[config.mk]
export PLATFORM = sky130hd
export DESIGN_NAME = adc_status_mode_registers
export DESIGN_NICKNAME = d
export VERILOG_FILES = /design/src/adc_regs_pkg.sv /design/src/adc_status_mode_registers.sv /design/src/pin_sampler.sv
export SDC_FILE = /design/constraint.sdc
export NUM_CORES = 1
export LEC_CHECK = 0
export ABC_CLOCK_PERIOD_IN_PS = 10020
export BUFFER_PORTS_ARGS = -buffer_cell sky130_fd_sc_hd__buf_2
export CORE_MARGIN = 4
export CORE_UTILIZATION = 35
export CTS_BUF_LIST = sky130_fd_sc_hd__clkbuf_4 sky130_fd_sc_hd__clkbuf_8 sky130_fd_sc_hd__clkbuf_16
export DETAILED_ROUTE_END_ITERATION = 12
export PLACE_DENSITY = 0.56
export SETUP_SLACK_MARGIN = 0.3
export SLEW_MARGIN = 15
export SYNTH_ARGS = -nofsm -noshare
export SYNTH_HDL_FRONTEND = slang
export SYNTH_SLANG_ARGS = --single-unit
[constraint.sdc]
create_clock -name CLK -period 10.02 [get_ports CLK]
set_clock_uncertainty 0.2 [all_clocks]
set_input_delay 2.004 -clock CLK [delete_from_list [all_inputs] [get_ports CLK]]
set_output_delay 2.004 -clock CLK [all_outputs]
set_load 0.02 [all_outputs]
[src/adc_regs_pkg.sv]
package adc_regs_pkg;

    // Widths
    localparam int DATA_W  = 24;
    localparam int STAT_W  = 8;
    localparam int SHIFT_W = 32;
    localparam int CNT_W   = 6;
    localparam int CHAN_W  = 3;

    // Register-select codes
    localparam logic [2:0] RS_COMM_STATUS = 3'h0;
    localparam logic [2:0] RS_MODE        = 3'h1;
    localparam logic [2:0] RS_CONFIG      = 3'h2;
    localparam logic [2:0] RS_DATA        = 3'h3;
    localparam logic [2:0] RS_ID          = 3'h4;
    localparam logic [2:0] RS_GPO         = 3'h5;

    // Reset values and writable bits of the mode register
    localparam logic [STAT_W-1:0] STATUS_RESET = 8'h80;
    localparam logic [DATA_W-1:0] MODE_RESET   = 24'h080060;
    localparam logic [DATA_W-1:0] MODE_WMASK   = 24'hfcbfff;
    localparam logic [DATA_W-1:0] ALL_ONES     = 24'hffffff;

    // Mode register fields
    localparam int MD_OP_HI   = 23;
    localparam int MD_OP_LO   = 21;
    localparam int MD_APPEND  = 20;
    localparam int MD_ODD_CHK = 13;

    // Command byte fields
    localparam logic [CNT_W-1:0] CMD_BITS = 6'h08;
    localparam int CMD_RW    = 6;
    localparam int CMD_RS_HI = 5;
    localparam int CMD_RS_LO = 3;

    // Transfer lengths in bits
    localparam logic [CNT_W-1:0] LEN_8  = 6'h08;
    localparam logic [CNT_W-1:0] LEN_24 = 6'h18;
    localparam logic [CNT_W-1:0] LEN_32 = 6'h20;
    localparam logic [CNT_W-1:0] CNT_ONE = 6'h01;

    typedef enum logic [1:0] {S_CMD, S_WRITE, S_READ} link_e;

endpackage

[src/adc_status_mode_registers.sv]
`timescale 1ns/1ps
module adc_status_mode_registers
    import adc_regs_pkg::*;
#(
    parameter logic [2:0] IDLE_MODE_CODE  = 3'h4,
    parameter logic [2:0] PDOWN_MODE_CODE = 3'h2
) (
    input  wire logic                             CLK,
    input  wire logic                             RST,
    input  wire logic                             SCLK,
    input  wire logic                             CS_N,
    input  wire logic                             DIN,
    input  wire logic                             SYNC_N,
    output logic                                  DOUT_RDY_N,
    output logic                                  DOUT_OE,
    input  wire logic                             RESULT_VALID,
    input  wire logic [adc_regs_pkg::DATA_W-1:0]  RESULT,
    input  wire logic                             RESULT_CLAMPED,
    input  wire logic [adc_regs_pkg::CHAN_W-1:0]  RESULT_CHANNEL,
    input  wire logic                             UPDATE_AHEAD,
    input  wire logic                             VREF_LOW,
    input  wire logic                             VREF_DETECT_ENABLE,
    output logic      [adc_regs_pkg::DATA_W-1:0]  OPERATING_SETUP,
    output logic                                  FILTER_RESTART
);
    import adc_regs_pkg::*;

    typedef struct packed {
        link_e                st;
        logic [SHIFT_W-1:0]   shift;
        logic [CNT_W-1:0]     cnt;
        logic [2:0]           rs;
        logic                 due;
        logic                 rdy;
        logic                 err;
        logic                 missing_vref_flag;
        logic                 parity;
        logic [CHAN_W-1:0]    source_channel_tag;
        logic [DATA_W-1:0]    operating_setup;
        logic [DATA_W-1:0]    data;
        logic                 restart;
        logic                 dout;
        logic                 oe;
    } regs_s;

    localparam regs_s RESET_STATE = '{
        st:                 S_CMD,
        shift:              '0,
        cnt:                '0,
        rs:                 RS_COMM_STATUS,
        due:                1'b0,
        rdy:                STATUS_RESET[7],
        err:                STATUS_RESET[6],
        missing_vref_flag:  STATUS_RESET[5],
        parity:             STATUS_RESET[4],
        source_channel_tag: STATUS_RESET[2:0],
        operating_setup:    MODE_RESET,
        data:               '0,
        restart:            1'b0,
        dout:               STATUS_RESET[7],
        oe:                 1'b0
    };

    regs_s cur;
    regs_s next_cur;

    logic [3:0] pin_level;
    logic [3:0] pin_rise;
    logic [3:0] pin_fall;
    logic       sclk_rise;
    logic       sclk_fall;
    logic       cs_n_s;
    logic       din_s;
    logic       sync_n_s;
    logic       low_power;
    logic [STAT_W-1:0] status_now;

    pin_sampler #(
        .W (4)
    ) u_pins (
        .clk   (CLK),
        .rst   (RST),
        .pins  ({SYNC_N, DIN, CS_N, SCLK}),
        .level (pin_level),
        .rise  (pin_rise),
        .fall  (pin_fall)
    );

    assign sclk_rise = pin_rise[0];
    assign sclk_fall = pin_fall[0];
    assign cs_n_s    = pin_level[1];
    assign din_s     = pin_level[2];
    assign sync_n_s  = pin_level[3];

    function automatic logic [STAT_W-1:0] status_word(input regs_s r);
        status_word = {r.rdy, r.err, r.missing_vref_flag, r.parity, 1'b0,
                       r.source_channel_tag};
    endfunction

    function automatic logic [CNT_W-1:0] reg_bits(input logic [2:0] rs, input logic app);
        case (rs)
            RS_COMM_STATUS, RS_ID, RS_GPO: reg_bits = LEN_8;
            RS_DATA:                       reg_bits = app ? LEN_32 : LEN_24;
            default:                       reg_bits = LEN_24;
        endcase
    endfunction

    // Read image, left-aligned so that bit 31 leaves first
    function automatic logic [SHIFT_W-1:0] read_image(input regs_s r, input logic [2:0] rs);
        case (rs)
            RS_COMM_STATUS: read_image = {status_word(r), 24'h000000};
            RS_MODE:        read_image = {r.operating_setup, 8'h00};
            RS_DATA:        read_image = {r.data, status_word(r)};
            default:        read_image = '0;
        endcase
    endfunction

    assign status_now = status_word(cur);

    assign low_power = (cur.operating_setup[MD_OP_HI:MD_OP_LO] == IDLE_MODE_CODE)
                    || (cur.operating_setup[MD_OP_HI:MD_OP_LO] == PDOWN_MODE_CODE);

    always_comb
    begin
        logic              read_done;
        logic              missing_vref_flag_now;
        logic              set_rdy;
        logic [DATA_W-1:0] stored;
        read_done = 1'b0;
        missing_vref_flag_now = VREF_DETECT_ENABLE & VREF_LOW;
        set_rdy   = 1'b0;
        stored    = RESULT;
        next_cur  = cur;
        next_cur.restart = 1'b0;
        if (cs_n_s)
        begin
            next_cur.st  = S_CMD;
            next_cur.cnt = '0;
            next_cur.due = 1'b0;
        end
        else
        begin
            case (cur.st)
                S_CMD:
                begin
                    // Leading one is ignored until a zero arrives
                    if (sclk_rise && !(cur.cnt == '0 && din_s))
                    begin
                        next_cur.shift = {cur.shift[SHIFT_W-2:0], din_s};
                        next_cur.cnt   = cur.cnt + CNT_ONE;
                        if (cur.cnt == CMD_BITS - CNT_ONE)
                        begin
                            next_cur.rs  = next_cur.shift[CMD_RS_HI:CMD_RS_LO];
                            next_cur.cnt = reg_bits(next_cur.rs,
                                                    cur.operating_setup[MD_APPEND]);
                            if (next_cur.shift[CMD_RW])
                            begin
                                next_cur.st    = S_READ;
                                next_cur.shift = read_image(cur, next_cur.rs);
                                next_cur.due   = 1'b0;
                            end
                            else if (next_cur.rs == RS_COMM_STATUS)
                            begin
                                next_cur.cnt = '0;
                            end
                            else
                            begin
                                next_cur.st = S_WRITE;
                            end
                        end
                    end
                end
                S_WRITE:
                begin
                    if (sclk_rise)
                    begin
                        next_cur.shift = {cur.shift[SHIFT_W-2:0], din_s};
                        next_cur.cnt   = cur.cnt - CNT_ONE;
                        if (cur.cnt == CNT_ONE)
                        begin
                            next_cur.st  = S_CMD;
                            next_cur.cnt = '0;
                            if (cur.rs == RS_MODE)
                            begin
                                next_cur.operating_setup =
                                    next_cur.shift[DATA_W-1:0] & MODE_WMASK;
                                next_cur.restart = 1'b1;
                            end
                        end
                    end
                end
                S_READ:
                begin
                    if (sclk_rise)
                    begin
                        next_cur.cnt = cur.cnt - CNT_ONE;
                        next_cur.due = 1'b1;
                        if (cur.cnt == CNT_ONE)
                        begin
                            next_cur.st  = S_CMD;
                            next_cur.cnt = '0;
                            next_cur.due = 1'b0;
                            read_done    = (cur.rs == RS_DATA);
                        end
                    end
                    else if (sclk_fall && cur.due)
                    begin
                        next_cur.shift = {cur.shift[SHIFT_W-2:0], 1'b0};
                        next_cur.due   = 1'b0;
                    end
                end
                default:
                begin
                    next_cur.st = S_CMD;
                end
            endcase
        end

        next_cur.missing_vref_flag = missing_vref_flag_now;
        if (RESULT_VALID)
        begin
            if (missing_vref_flag_now)
            begin
                stored = ALL_ONES;
            end
            next_cur.data               = stored;
            next_cur.rdy                = 1'b0;
            next_cur.err                = RESULT_CLAMPED | missing_vref_flag_now;
            next_cur.parity             = cur.operating_setup[MD_ODD_CHK] & (^stored);
            next_cur.source_channel_tag = RESULT_CHANNEL;
        end
        // Any set source outranks a concurrent clear
        set_rdy = UPDATE_AHEAD | read_done | next_cur.restart | low_power | !sync_n_s;
        if (set_rdy)
        begin
            next_cur.rdy = 1'b1;
        end
        next_cur.dout = (next_cur.st == S_READ) ? next_cur.shift[SHIFT_W-1]
                                                : next_cur.rdy;
        next_cur.oe   = !cs_n_s;
    end

    always_ff @(posedge CLK or posedge RST)
    begin
        if (RST)
        begin
            cur <= RESET_STATE;
        end
        else
        begin
            cur <= next_cur;
        end
    end

    assign DOUT_RDY_N      = cur.dout;
    assign DOUT_OE         = cur.oe;
    assign OPERATING_SETUP = cur.operating_setup;
    assign FILTER_RESTART  = cur.restart;
endmodule

[src/pin_sampler.sv]
`timescale 1ns/1ps
module pin_sampler #(
    parameter int W = 4
) (
    input  wire logic         clk,
    input  wire logic         rst,
    input  wire logic [W-1:0] pins,
    output logic      [W-1:0] level,
    output logic      [W-1:0] rise,
    output logic      [W-1:0] fall
);
    typedef struct packed {
        logic [W-1:0] stage1;
        logic [W-1:0] stage2;
        logic [W-1:0] stage3;
    } samp_s;

    samp_s cur;
    samp_s next_cur;

    always_comb
    begin
        next_cur        = cur;
        next_cur.stage1 = pins;
        next_cur.stage2 = cur.stage1;
        next_cur.stage3 = cur.stage2;
    end

    always_ff @(posedge clk or posedge rst)
    begin
        if (rst)
        begin
            cur <= '{default: '1};
        end
        else
        begin
            cur <= next_cur;
        end
    end

    // Edges judged only from the settled stages
    assign level = cur.stage2;
    assign rise  = cur.stage2 & ~cur.stage3;
    assign fall  = ~cur.stage2 & cur.stage3;
endmodule

After elaboration in Yosys (flattened, before gate mapping):

Cells that the tools add are included.

* register bits after elaboration: 108
* output and inout bits: 27
* logic and storage cells: 118
* input bits: 38

* muxes and demuxes: 42
* $add $sub $neg: 2
* reduce and logical (&&, ||, !) cells: 20
* equal/unequal tests: 23
* bitwise logic cells: 12

Operator list (number)
* 32-bit two-way mux: 4
* 38-bit case mux with 3 select lines: 1
* 32-bit case mux with 3 select lines: 1
* 44-bit two-way mux: 2
* 24-bit two-way mux: 2
* 40-bit two-way mux: 1
* 6-bit two-way mux: 6
* 24-bit XOR reduction: 1
* 1-bit two-way mux: 16
* 3-bit by 2-bit inequality test with 1-bit output, second input constant: 5
* 2-bit two-way mux: 6
* 6-bit case mux with 2 select lines: 1
* 5-bit AND reduction: 2
* 3-bit by 2-bit == test with 1-bit output, second input constant: 3
* 3-bit == test, second input constant: 3
* 2-bit inequality test, second input constant: 4
* 4-bit AND reduction: 2
* 6-bit by 1-bit adder with 6-bit output, second input constant: 1
* 3-bit by 1-bit == test with 1-bit output, second input constant: 2
* 6-bit by 1-bit == test with 1-bit output, second input constant: 1
* 6-bit by 3-bit == test with 1-bit output, second input constant: 1
* 6-bit zero test: 1
* 2-bit case mux with 3 select lines: 1
* 6-bit AND reduction: 1
* 16 further kinds: 31

Logic depth before layout (Yosys ltp):

Gate-level depths: netlist of the first run.

* word-level depth: 11
* depth in mapped cells: 8
* gate-level depth less buffers: 7

Cells and area by module:

A second synthesis of the first run with hierarchy kept.

* cell total of the unflattened synthesis: 576
* area total of the unflattened synthesis: 5775.5 µm²

By module, submodules not included
* adc_status_mode_registers: sequential area each 2483.6 µm², times used 1, area an instance 5356.4 µm², cells each 551
* pin_sampler: sequential area each 315.3 µm², times used 1, area an instance 419.2 µm², cells each 25

Least setup slack after synthesis of the first run:

No wires, ideal clock.

* path type: input -> register
* from: input port RESULT[9] (netlist name)
* to: register cur[54] (netlist name)
* path buffers: 0
* data arrival time: 3.057 ns
* required time: 9.700 ns
* library setup time: 0.120 ns
* setup slack: 6.643 ns
* cell stages on the path: 5
* cells stage by stage: xnor2_1 -> xnor2_1 -> xnor2_1 -> xnor3_1 -> a41o_1

* cells in the longest elaborated chain, start to end: 4

Ends and longest elaborated chain
* start, declared: RTL line adc_status_mode_registers.sv:17 `input wire logic [adc_regs_pkg::DATA_W-1:0] RESULT,`
* 24-bit two-way mux: RTL line adc_status_mode_registers.sv:222 `if (missing_vref_flag_now)`
* 24-bit two-way mux: RTL line adc_status_mode_registers.sv:220 `if (RESULT_VALID)`
* 24-bit XOR reduction: RTL line adc_status_mode_registers.sv:229 `next_cur.parity = cur.operating_setup[MD_ODD_CHK] & (^stored);`
* 1-bit AND: RTL line adc_status_mode_registers.sv:229
* end signal, assigned: RTL line adc_status_mode_registers.sv:251 `cur <= next_cur;`
* end, declared: RTL line adc_status_mode_registers.sv:64 `regs_s cur;`

Every way passes these cells. The select of a mux whose other input is x is not followed.
A chain may end at the register's enable or synchronous reset.

Worst setup path after layout of the first run:

* from: register cur (netlist bit OPERATING_SETUP[5])
* to: output port OPERATING_SETUP[5] (netlist name)

RTL lines
* end, declared: RTL line adc_status_mode_registers.sv:23 `output logic [adc_regs_pkg::DATA_W-1:0] OPERATING_SETUP,`

No word-level cell between the ends.

==> flow_summary.ini, run 1 <==
[grt]
antenna_found_initial = 0
grt_pass1_wl_um = 22400
grt.overflow.total = 0
grt_max_degree = 76
grt_usage_pct = 15.5
grt_pass1_vias = 4150

[power]
p_switching_mw = 0.260
switching_share_pct = 26.7
p_comb_share_pct = 13.2
ir_worst_vdd_mv = 0.0804
clkPwrFrac_pct = 34.5
p_int_mw = 0.714
seqPwrFrac_pct = 52.3
leakagePower_nw = 2.63
power_density_mw_per_mm2 = 155
total_power_mw = 0.974

[clocking]
numCtsBuffers = 9
post_cts_resized = 0
clock-sinks = 108
cts_buffer_depth = 2
clock_latency_ns = 0.35
post-cts-setup-buffer-count = 0
htree_levels = 3
clk_pin_slew_ns = 0.07
cts_hold_buf = 0
cts_tree = yes
root_buffer = clkbuf_16

[sta]
slew_violations = 0
relSlewSlack_pct = 36.1
rsz0062_at_grt = no
period_share_pct = 33.2
fin_crit_ns = 3.32
hold_viol_final = 0
setup_viol = 0
clock.fmax_mhz = 301
whs_ns = 0.156
worst_pin_slew_ns = 0.958
tns_ns = 0

[synthesis]
async_flop_share_pct = 100
ys_ff_latch = 108
netlist_area_mm2 = 0.00572
synth_compound_area_share_pct = 16.4
ys_warn_count = 0
ys_seq_area_share_pct = 47.6
synth_edf_count = 0
synth_top_family_by_area = compound AO/OA/AOI/OAI gates
synth_xor_area_share_pct = 4.22
synth_simple_gate_area_share_pct = 12.8
synth-main-ff-cell = dfrtp_1
synthAdderAreaFrac_pct = 0.875
synthDistinctLibCells = 64
avgSynthCellArea_um2 = 10.2
synth_mux_area_share_pct = 10.9
synthCells = 561

[drt]
wl_per_cell_um = 17.0
drtAntennaViolNets = 0
routed_wirelength_um = 13600
num_vias = 4145
drt-initial-drc-count = 382
drc_errors = 0
dr.pass1.iters = 4
route.detailed.vias_per_inst = 5.16

[worst_setup_path]
crit_chain = buf_2
worst_path_largest_cell_delay_ns = 0.58
endpoint_kind = primary output
start_kind = register
crit_buf_inv = 1
crit_required_ns = 7.82
cp_max_fo = 3
critPathTopFamily = flip-flops
arrival_ns = 1.12
cp_slowest_cell = dfstp_2
critical_path_class = reg2out

[cells_and_area]
insertedDiodeCount = 0
fin_cells = 803
fin_area_mm2 = 0.00628
final.fill_count = 1628
nets = 624
areaGrowthSynthToFinish_pct = 9.81
drive_gt1_share_pct = 25.6

[floorplan]
num_io_pins = 65
die_y_um = 136
die_x_um = 136
rows = 46
core_area_mm2 = 0.0159
start_util_pct = 35.9
die-area_mm2 = 0.0184

[placement]
place_inst = 787
placed_area_mm2 = 0.00600
globalplace.congestion = 0.781
portBuffers = 61
dp_hpwl_um = 9440

[run_status]
status = finished clean

[min_path]
min_path_type = reg2reg

[flow_run]
cap_violations = 0
[worst reg2reg max path, delay by kind of cell, from the launching register on]
kind          cells  cell delay (ns)
flops             1             0.53
simple gates      4             2.00
mux               1             0.41
[routing by layer]
metal	wire, um	GRT usage, %
met5	0	0
met4	248	5.43
met3	524	2.79
met2	6320	24.1
met1	6550	21.7
[cells by family after synthesis]
group / count (synthesis)
AO/OA/AOI/OAI: 147
XOR/XNOR: 26
adder cells (fa/ha/maj): 4
buffers and inverters: 72
flip-flops: 108
multiplexers: 50
other: 1
AND/OR/NAND/NOR: 153
[worst paths after layout]
check	start	end	slack [ns]	depth (start not counted)
max in group asynchronous	RST	cur[74]$_DFFE_PP0P_	6.87	3
min in group asynchronous	RST	OPERATING_SETUP[22]$_DFFE_PP0P_	1.46	2
hold reg to reg	u_pins.cur[10]$_DFF_PP1_	u_pins.level[2]$_DFF_PP1_	0.16	0
hold / removal	u_pins.cur[10]$_DFF_PP1_	u_pins.level[2]$_DFF_PP1_	0.16	0
setup / recovery	OPERATING_SETUP[5]$_DFFE_PP1P_	OPERATING_SETUP[5]	6.70	1
setup reg to reg	cur[64]$_DFFE_PP0P_	OPERATING_SETUP[22]$_DFFE_PP0P_	6.76	5
[state kept, by name, indices dropped and copies added (netlist names)]
register / count
u_pins.cur: 5
u_pins.level: 4
OPERATING_SETUP: 21
DOUT_OE: 1
FILTER_RESTART: 1
cur: 75
DOUT_RDY_N: 1
[synth_stat cells (5+ instances only)]
master,instances,share of area (%)
mux2i_1,7,1.2
mux2_4,19,5.0
nor3_1,5,0.44
a22oi_1,24,3.2
a32oi_1,5,0.77
dfrtp_1,94,41
buf_2,6,0.53
xnor2_1,21,3.2
nor2_1,89,5.8
inv_1,13,0.85
o21ai_0,18,1.6
nor2b_1,7,0.77
a21oi_1,67,5.9
clkbuf_1,18,1.2
nand3_1,8,0.70
a31oi_1,6,0.66
dfstp_2,14,6.4
nand2_1,21,1.4
buf_1,7,0.46
mux2_2,24,4.7
buf_4,24,3.2
[power by group through the flow]
stage	combinational [mW]	clock (mW)	sequential [mW]
after floorplan	0.102	0	0.504
final	0.128	0.336	0.510
after global routing	0.145	0.359	0.515
after global placement	0.126	0	0.517
after detailed placement	0.129	0	0.518
after CTS	0.130	0.344	0.510
[cell type report]
cell class	instances	area, um^2	share of cell area [%]
Clock inverter	3	17.5	0.279
Inverter	14	55.1	0.877
Sequential cell	108	2720	43.3
Multi-Input combinational cell	383	2620	41.7
Clock buffer	13	255	4.07
Tap cell	216	270	4.31
Timing Repair Buffer	66	343	5.46
[cells in the final DEF (no fill, tap or decap), types with 3 or more instances in the layout]
cell,n
dfrtp_1,94
nor2_1,89
a21oi_1,66
buf_2,61
mux2_2,24
a22oi_1,24
nand2_1,21
xnor2_1,21
mux2_4,19
o21ai_0,18
dfstp_2,14
inv_1,12
clkbuf_16,9
nand3_1,8
nor2b_1,7
mux2i_1,7
a31oi_1,6
a32oi_1,5
nor3_1,5
buf_4,5
o211ai_1,4
xor2_1,4
ha_1,4
clkbuf_4,4
a311oi_1,3
conb_1,3
[stage by stage]
step / setup WS (ns) / util, %
finish: 6.70 / 39.4
global route: 6.58 / 39.4
CTS: 6.66 / 39.4
detailed placement: 6.35 / 37.7
global placement: 6.39 / 37.7
floorplan: 4.99 / -
Power figures use the tool's default switching activity.
==> run 2, diff against run 1 <==
--- a/config.mk
+++ b/config.mk
@@ -5,13 +5,14 @@
 export SDC_FILE = /design/constraint.sdc
 export NUM_CORES = 1
 export LEC_CHECK = 0
-export ABC_CLOCK_PERIOD_IN_PS = 10020
+export ABC_AREA = 1
+export ABC_CLOCK_PERIOD_IN_PS = 3000
 export BUFFER_PORTS_ARGS = -buffer_cell sky130_fd_sc_hd__buf_2
 export CORE_MARGIN = 4
 export CORE_UTILIZATION = 35
 export CTS_BUF_LIST = sky130_fd_sc_hd__clkbuf_4 sky130_fd_sc_hd__clkbuf_8 sky130_fd_sc_hd__clkbuf_16
 export DETAILED_ROUTE_END_ITERATION = 12
-export PLACE_DENSITY = 0.56
+export PLACE_DENSITY = 0.58
 export SETUP_SLACK_MARGIN = 0.3
 export SLEW_MARGIN = 15
 export SYNTH_ARGS = -nofsm -noshare
==> constraint.sdc (replaced) <==
create_clock -name CLK -period 3 [get_ports CLK]
set_clock_uncertainty 0.2 [all_clocks]
set_input_delay 0.6 -clock CLK [delete_from_list [all_inputs] [get_ports CLK]]
set_output_delay 0.6 -clock CLK [all_outputs]
set_load 0.02 [all_outputs]
==> run 2 against run 1 <==
Compared with the run above: design area is 6.1% higher; register-to-register slack worse by 6.1 ns; via count is 19% higher; routed wire length is 11% higher; synthesized cell count is 37% higher; flip-flop and latch count stayed put; combinational power is 140% higher; power grew to 3.1 times the previous value; die area is 5.0% higher; clock power grew to 3.7 times the previous value; critical path depth is 7 higher; sequential share of layout area is 2.5 points lower; critical endpoint is now cur[75]$_DFFE_PP0P_; highest routed layer unchanged.
==> flow_summary.ini, run 2 <==
[run_status]
status = finished clean

[floorplan]
core_area_mm2 = 0.0167
die_x_um = 139
die-area_mm2 = 0.0194
start_util_pct = 36.1
rows = 47
die_y_um = 139
num_io_pins = 65

[clocking]
cts_tree = yes
cts_hold_buf = 0
htree_levels = 3
root_buffer = clkbuf_16
numCtsBuffers = 9
clock-sinks = 108
post_cts_resized = 0
clk_pin_slew_ns = 0.08
cts_buffer_depth = 2
clock_latency_ns = 0.36
post-cts-setup-buffer-count = 0

[drt]
num_vias = 4932
wl_per_cell_um = 14.8
routed_wirelength_um = 15100
drtAntennaViolNets = 0
route.detailed.vias_per_inst = 4.83
drc_errors = 0
dr.pass1.iters = 5
drt-initial-drc-count = 315

[cells_and_area]
largest_reg_flops = 75
multiInputGateArea_mm2 = 0.00258
mostFrequentLayoutCell = nand2_1
final.fill_count = 1741
nets = 838
final_util_pct = 39.9
insertedDiodeCount = 0
seq_area_mm2 = 0.00272
drive_gt1_share_pct = 17.6
top_register = cur
layout_common_cells = nand2_1, inv_1, dfrtp_1
areaGrowthSynthToFinish_pct = 10.6

[grt]
busiest_layer = met2
grt_max_degree = 109
grtUsageMet2_pct = 24.6
globalRouteMet3Util_pct = 3.66
grt_pass1_vias = 4699
grt_pass1_wl_um = 24700
antenna_found_initial = 0
grt_usage_pct = 15.9
grt.overflow.total = 0
grt_use_met1_pct = 22.6

[worst_setup_path]
reg2regPathDepth = 8
arrival_ns = 2.33
start_kind = register
crit-reg2reg-launch = cur[63]$_DFFE_PP0P_
cp_max_fo = 16
regToRegEndpoint = cur[75]$_DFFE_PP0P_
endpoint_kind = register
crit_required_ns = 3.02
critical_path_class = reg2reg
r2r_slack_ns = 0.69

[sta]
period_share_pct = 77.1
rsz0062_at_grt = no
fin_crit_ns = 2.31
slew_violations = 0
relSlewSlack_pct = 61.0
hold_viol_final = 0
setup_viol = 0
tns_ns = 0
clock.fmax_mhz = 432
worst_pin_slew_ns = 0.584
whs_ns = 0.138

[power]
p_comb_share_pct = 10.0
seqPwrFrac_pct = 50.1
p_int_mw = 2.21
p_switching_mw = 0.858
power_density_mw_per_mm2 = 460
leakagePower_nw = 3.29
switching_share_pct = 28.0
clkPwrFrac_pct = 40.0
ir_worst_vdd_mv = 0.383

[synthesis]
async_flop_share_pct = 100
synth_xor_area_share_pct = 1.16
ys_seq_area_share_pct = 45.2
ys_warn_count = 0
avgSynthCellArea_um2 = 7.86
synthCells = 766
synth_top_family_by_area = simple AND/OR/NAND/NOR gates
synth_simple_gate_area_share_pct = 24.7
netlist_top_cells_area = dfrtp_1, nand2_1, o21ai_0
synth_top_area_share_pct = 39.1
synth_compound_area_share_pct = 16.0
synth_mux_area_share_pct = 0
synth-main-ff-cell = dfrtp_1
synthAdderAreaFrac_pct = 0.831
synthDistinctLibCells = 47
synth_edf_count = 0
ys_ff_latch = 108
netlist_area_mm2 = 0.00602
ys_top_cells_by_count = nand2_1, inv_1, dfrtp_1
yosysTopAreaCell = dfrtp_1
post-synth-top-count-cell = nand2_1

[flow_run]
cap_violations = 0

[min_path]
holdPathEnd = u_pins.cur[8]$_DFF_PP1_
hold_depth = 1
min_path_type = in2reg
hp-start = SCLK

[placement]
globalplace.congestion = 0.848
portBuffers = 61
dp_hpwl_um = 11000
-- run 2: cell count changes after synthesis, moves of 8 or more --
cell and delta:
nand3_1 +55, nand2_1 +181, mux2_4 -19, nor2_1 -52, a22oi_1 -21, mux2_2 -24
clkbuf_1 -8, xnor2_1 -18, o21ai_0 +66, o211ai_2 +9, o21ai_1 +14, inv_1 +86
a21oi_1 -59
-- run 2: worst max-delay path: stages, from the launching register on --
cell and delay (ns):
dfrtp_1 0.39, ha_1 0.23, nand2_4 0.08, nor3_4 0.36
nand2_2 0.11, nand2_2 0.13, nand2_4 0.14, nand2_2 0.34
o221ai_1 0.17
-- run 2: how the worst max path moves through the flow --
stage | from | to | cells after the start
final | cur[63]$_DFFE_PP0P_ | cur[75]$_DFFE_PP0P_ | 8
after global routing | cur[63]$_DFFE_PP0P_ | cur[75]$_DFFE_PP0P_ | 8
after CTS | cur[63]$_DFFE_PP0P_ | cur[75]$_DFFE_PP0P_ | 8
after detailed placement | VREF_DETECT_ENABLE | cur[54]$_DFFE_PP0P_ | 11
after global placement | VREF_DETECT_ENABLE | cur[54]$_DFFE_PP0P_ | 11
after floorplan | RST | DOUT_OE$_DFF_PP0_ | 1
-- run 2: power by group through the flow --
stage	registers, mW	logic [mW]	clock network [mW]
finish	1.53	0.305	1.23
global route	1.54	0.349	1.31
CTS	1.53	0.311	1.26
detailed placement	1.56	0.310	0
global placement	1.56	0.308	0
floorplan	1.55	0.219	0
-- run 2: per-stage QoR --
| step | cells | total power [mW] | setup slack, ns | cell area [um^2] |
|---|---|---|---|---|
| after floorplan | 768 | 1.77 | 0.910 | 6030 |
| after global placement | 1005 | 1.87 | 0.689 | 6350 |
| after detailed placement | 1005 | 1.87 | 0.657 | 6350 |
| after CTS | 1021 | 3.10 | 0.666 | 6660 |
| after global routing | 1021 | 3.20 | 0.537 | 6660 |
| final | 1021 | 3.06 | 0.688 | 6660 |
-- run 2: logic make-up (layout without fill, tap and decap cells) --
logic type / Yosys count / count (layout)
xor+xnor: 8 / 8
fa+ha+maj: 4 / 4
other cells: 1 / 3
simple gates: 333 / 333
buf+inv: 156 / 189
flops: 108 / 108
compound gates: 156 / 156
-- run 2: layout make-up --
class / instances / area share, %
sequential: 108 / 40.8
multi-input combinational: 504 / 38.8
clock inverter: 7 / 1.22
timing repair buffer: 69 / 5.67
tap: 220 / 4.13
clock buffer: 9 / 3.38
inverter: 104 / 5.99
-- run 2: routing by layer --
metal | vias up | wire (um)
met3 | 12 | 621
met4 | 0 | 223
met5 | - | 0
met1 | 2302 | 7270
li1 | 2522 | -
met2 | 96 | 7010
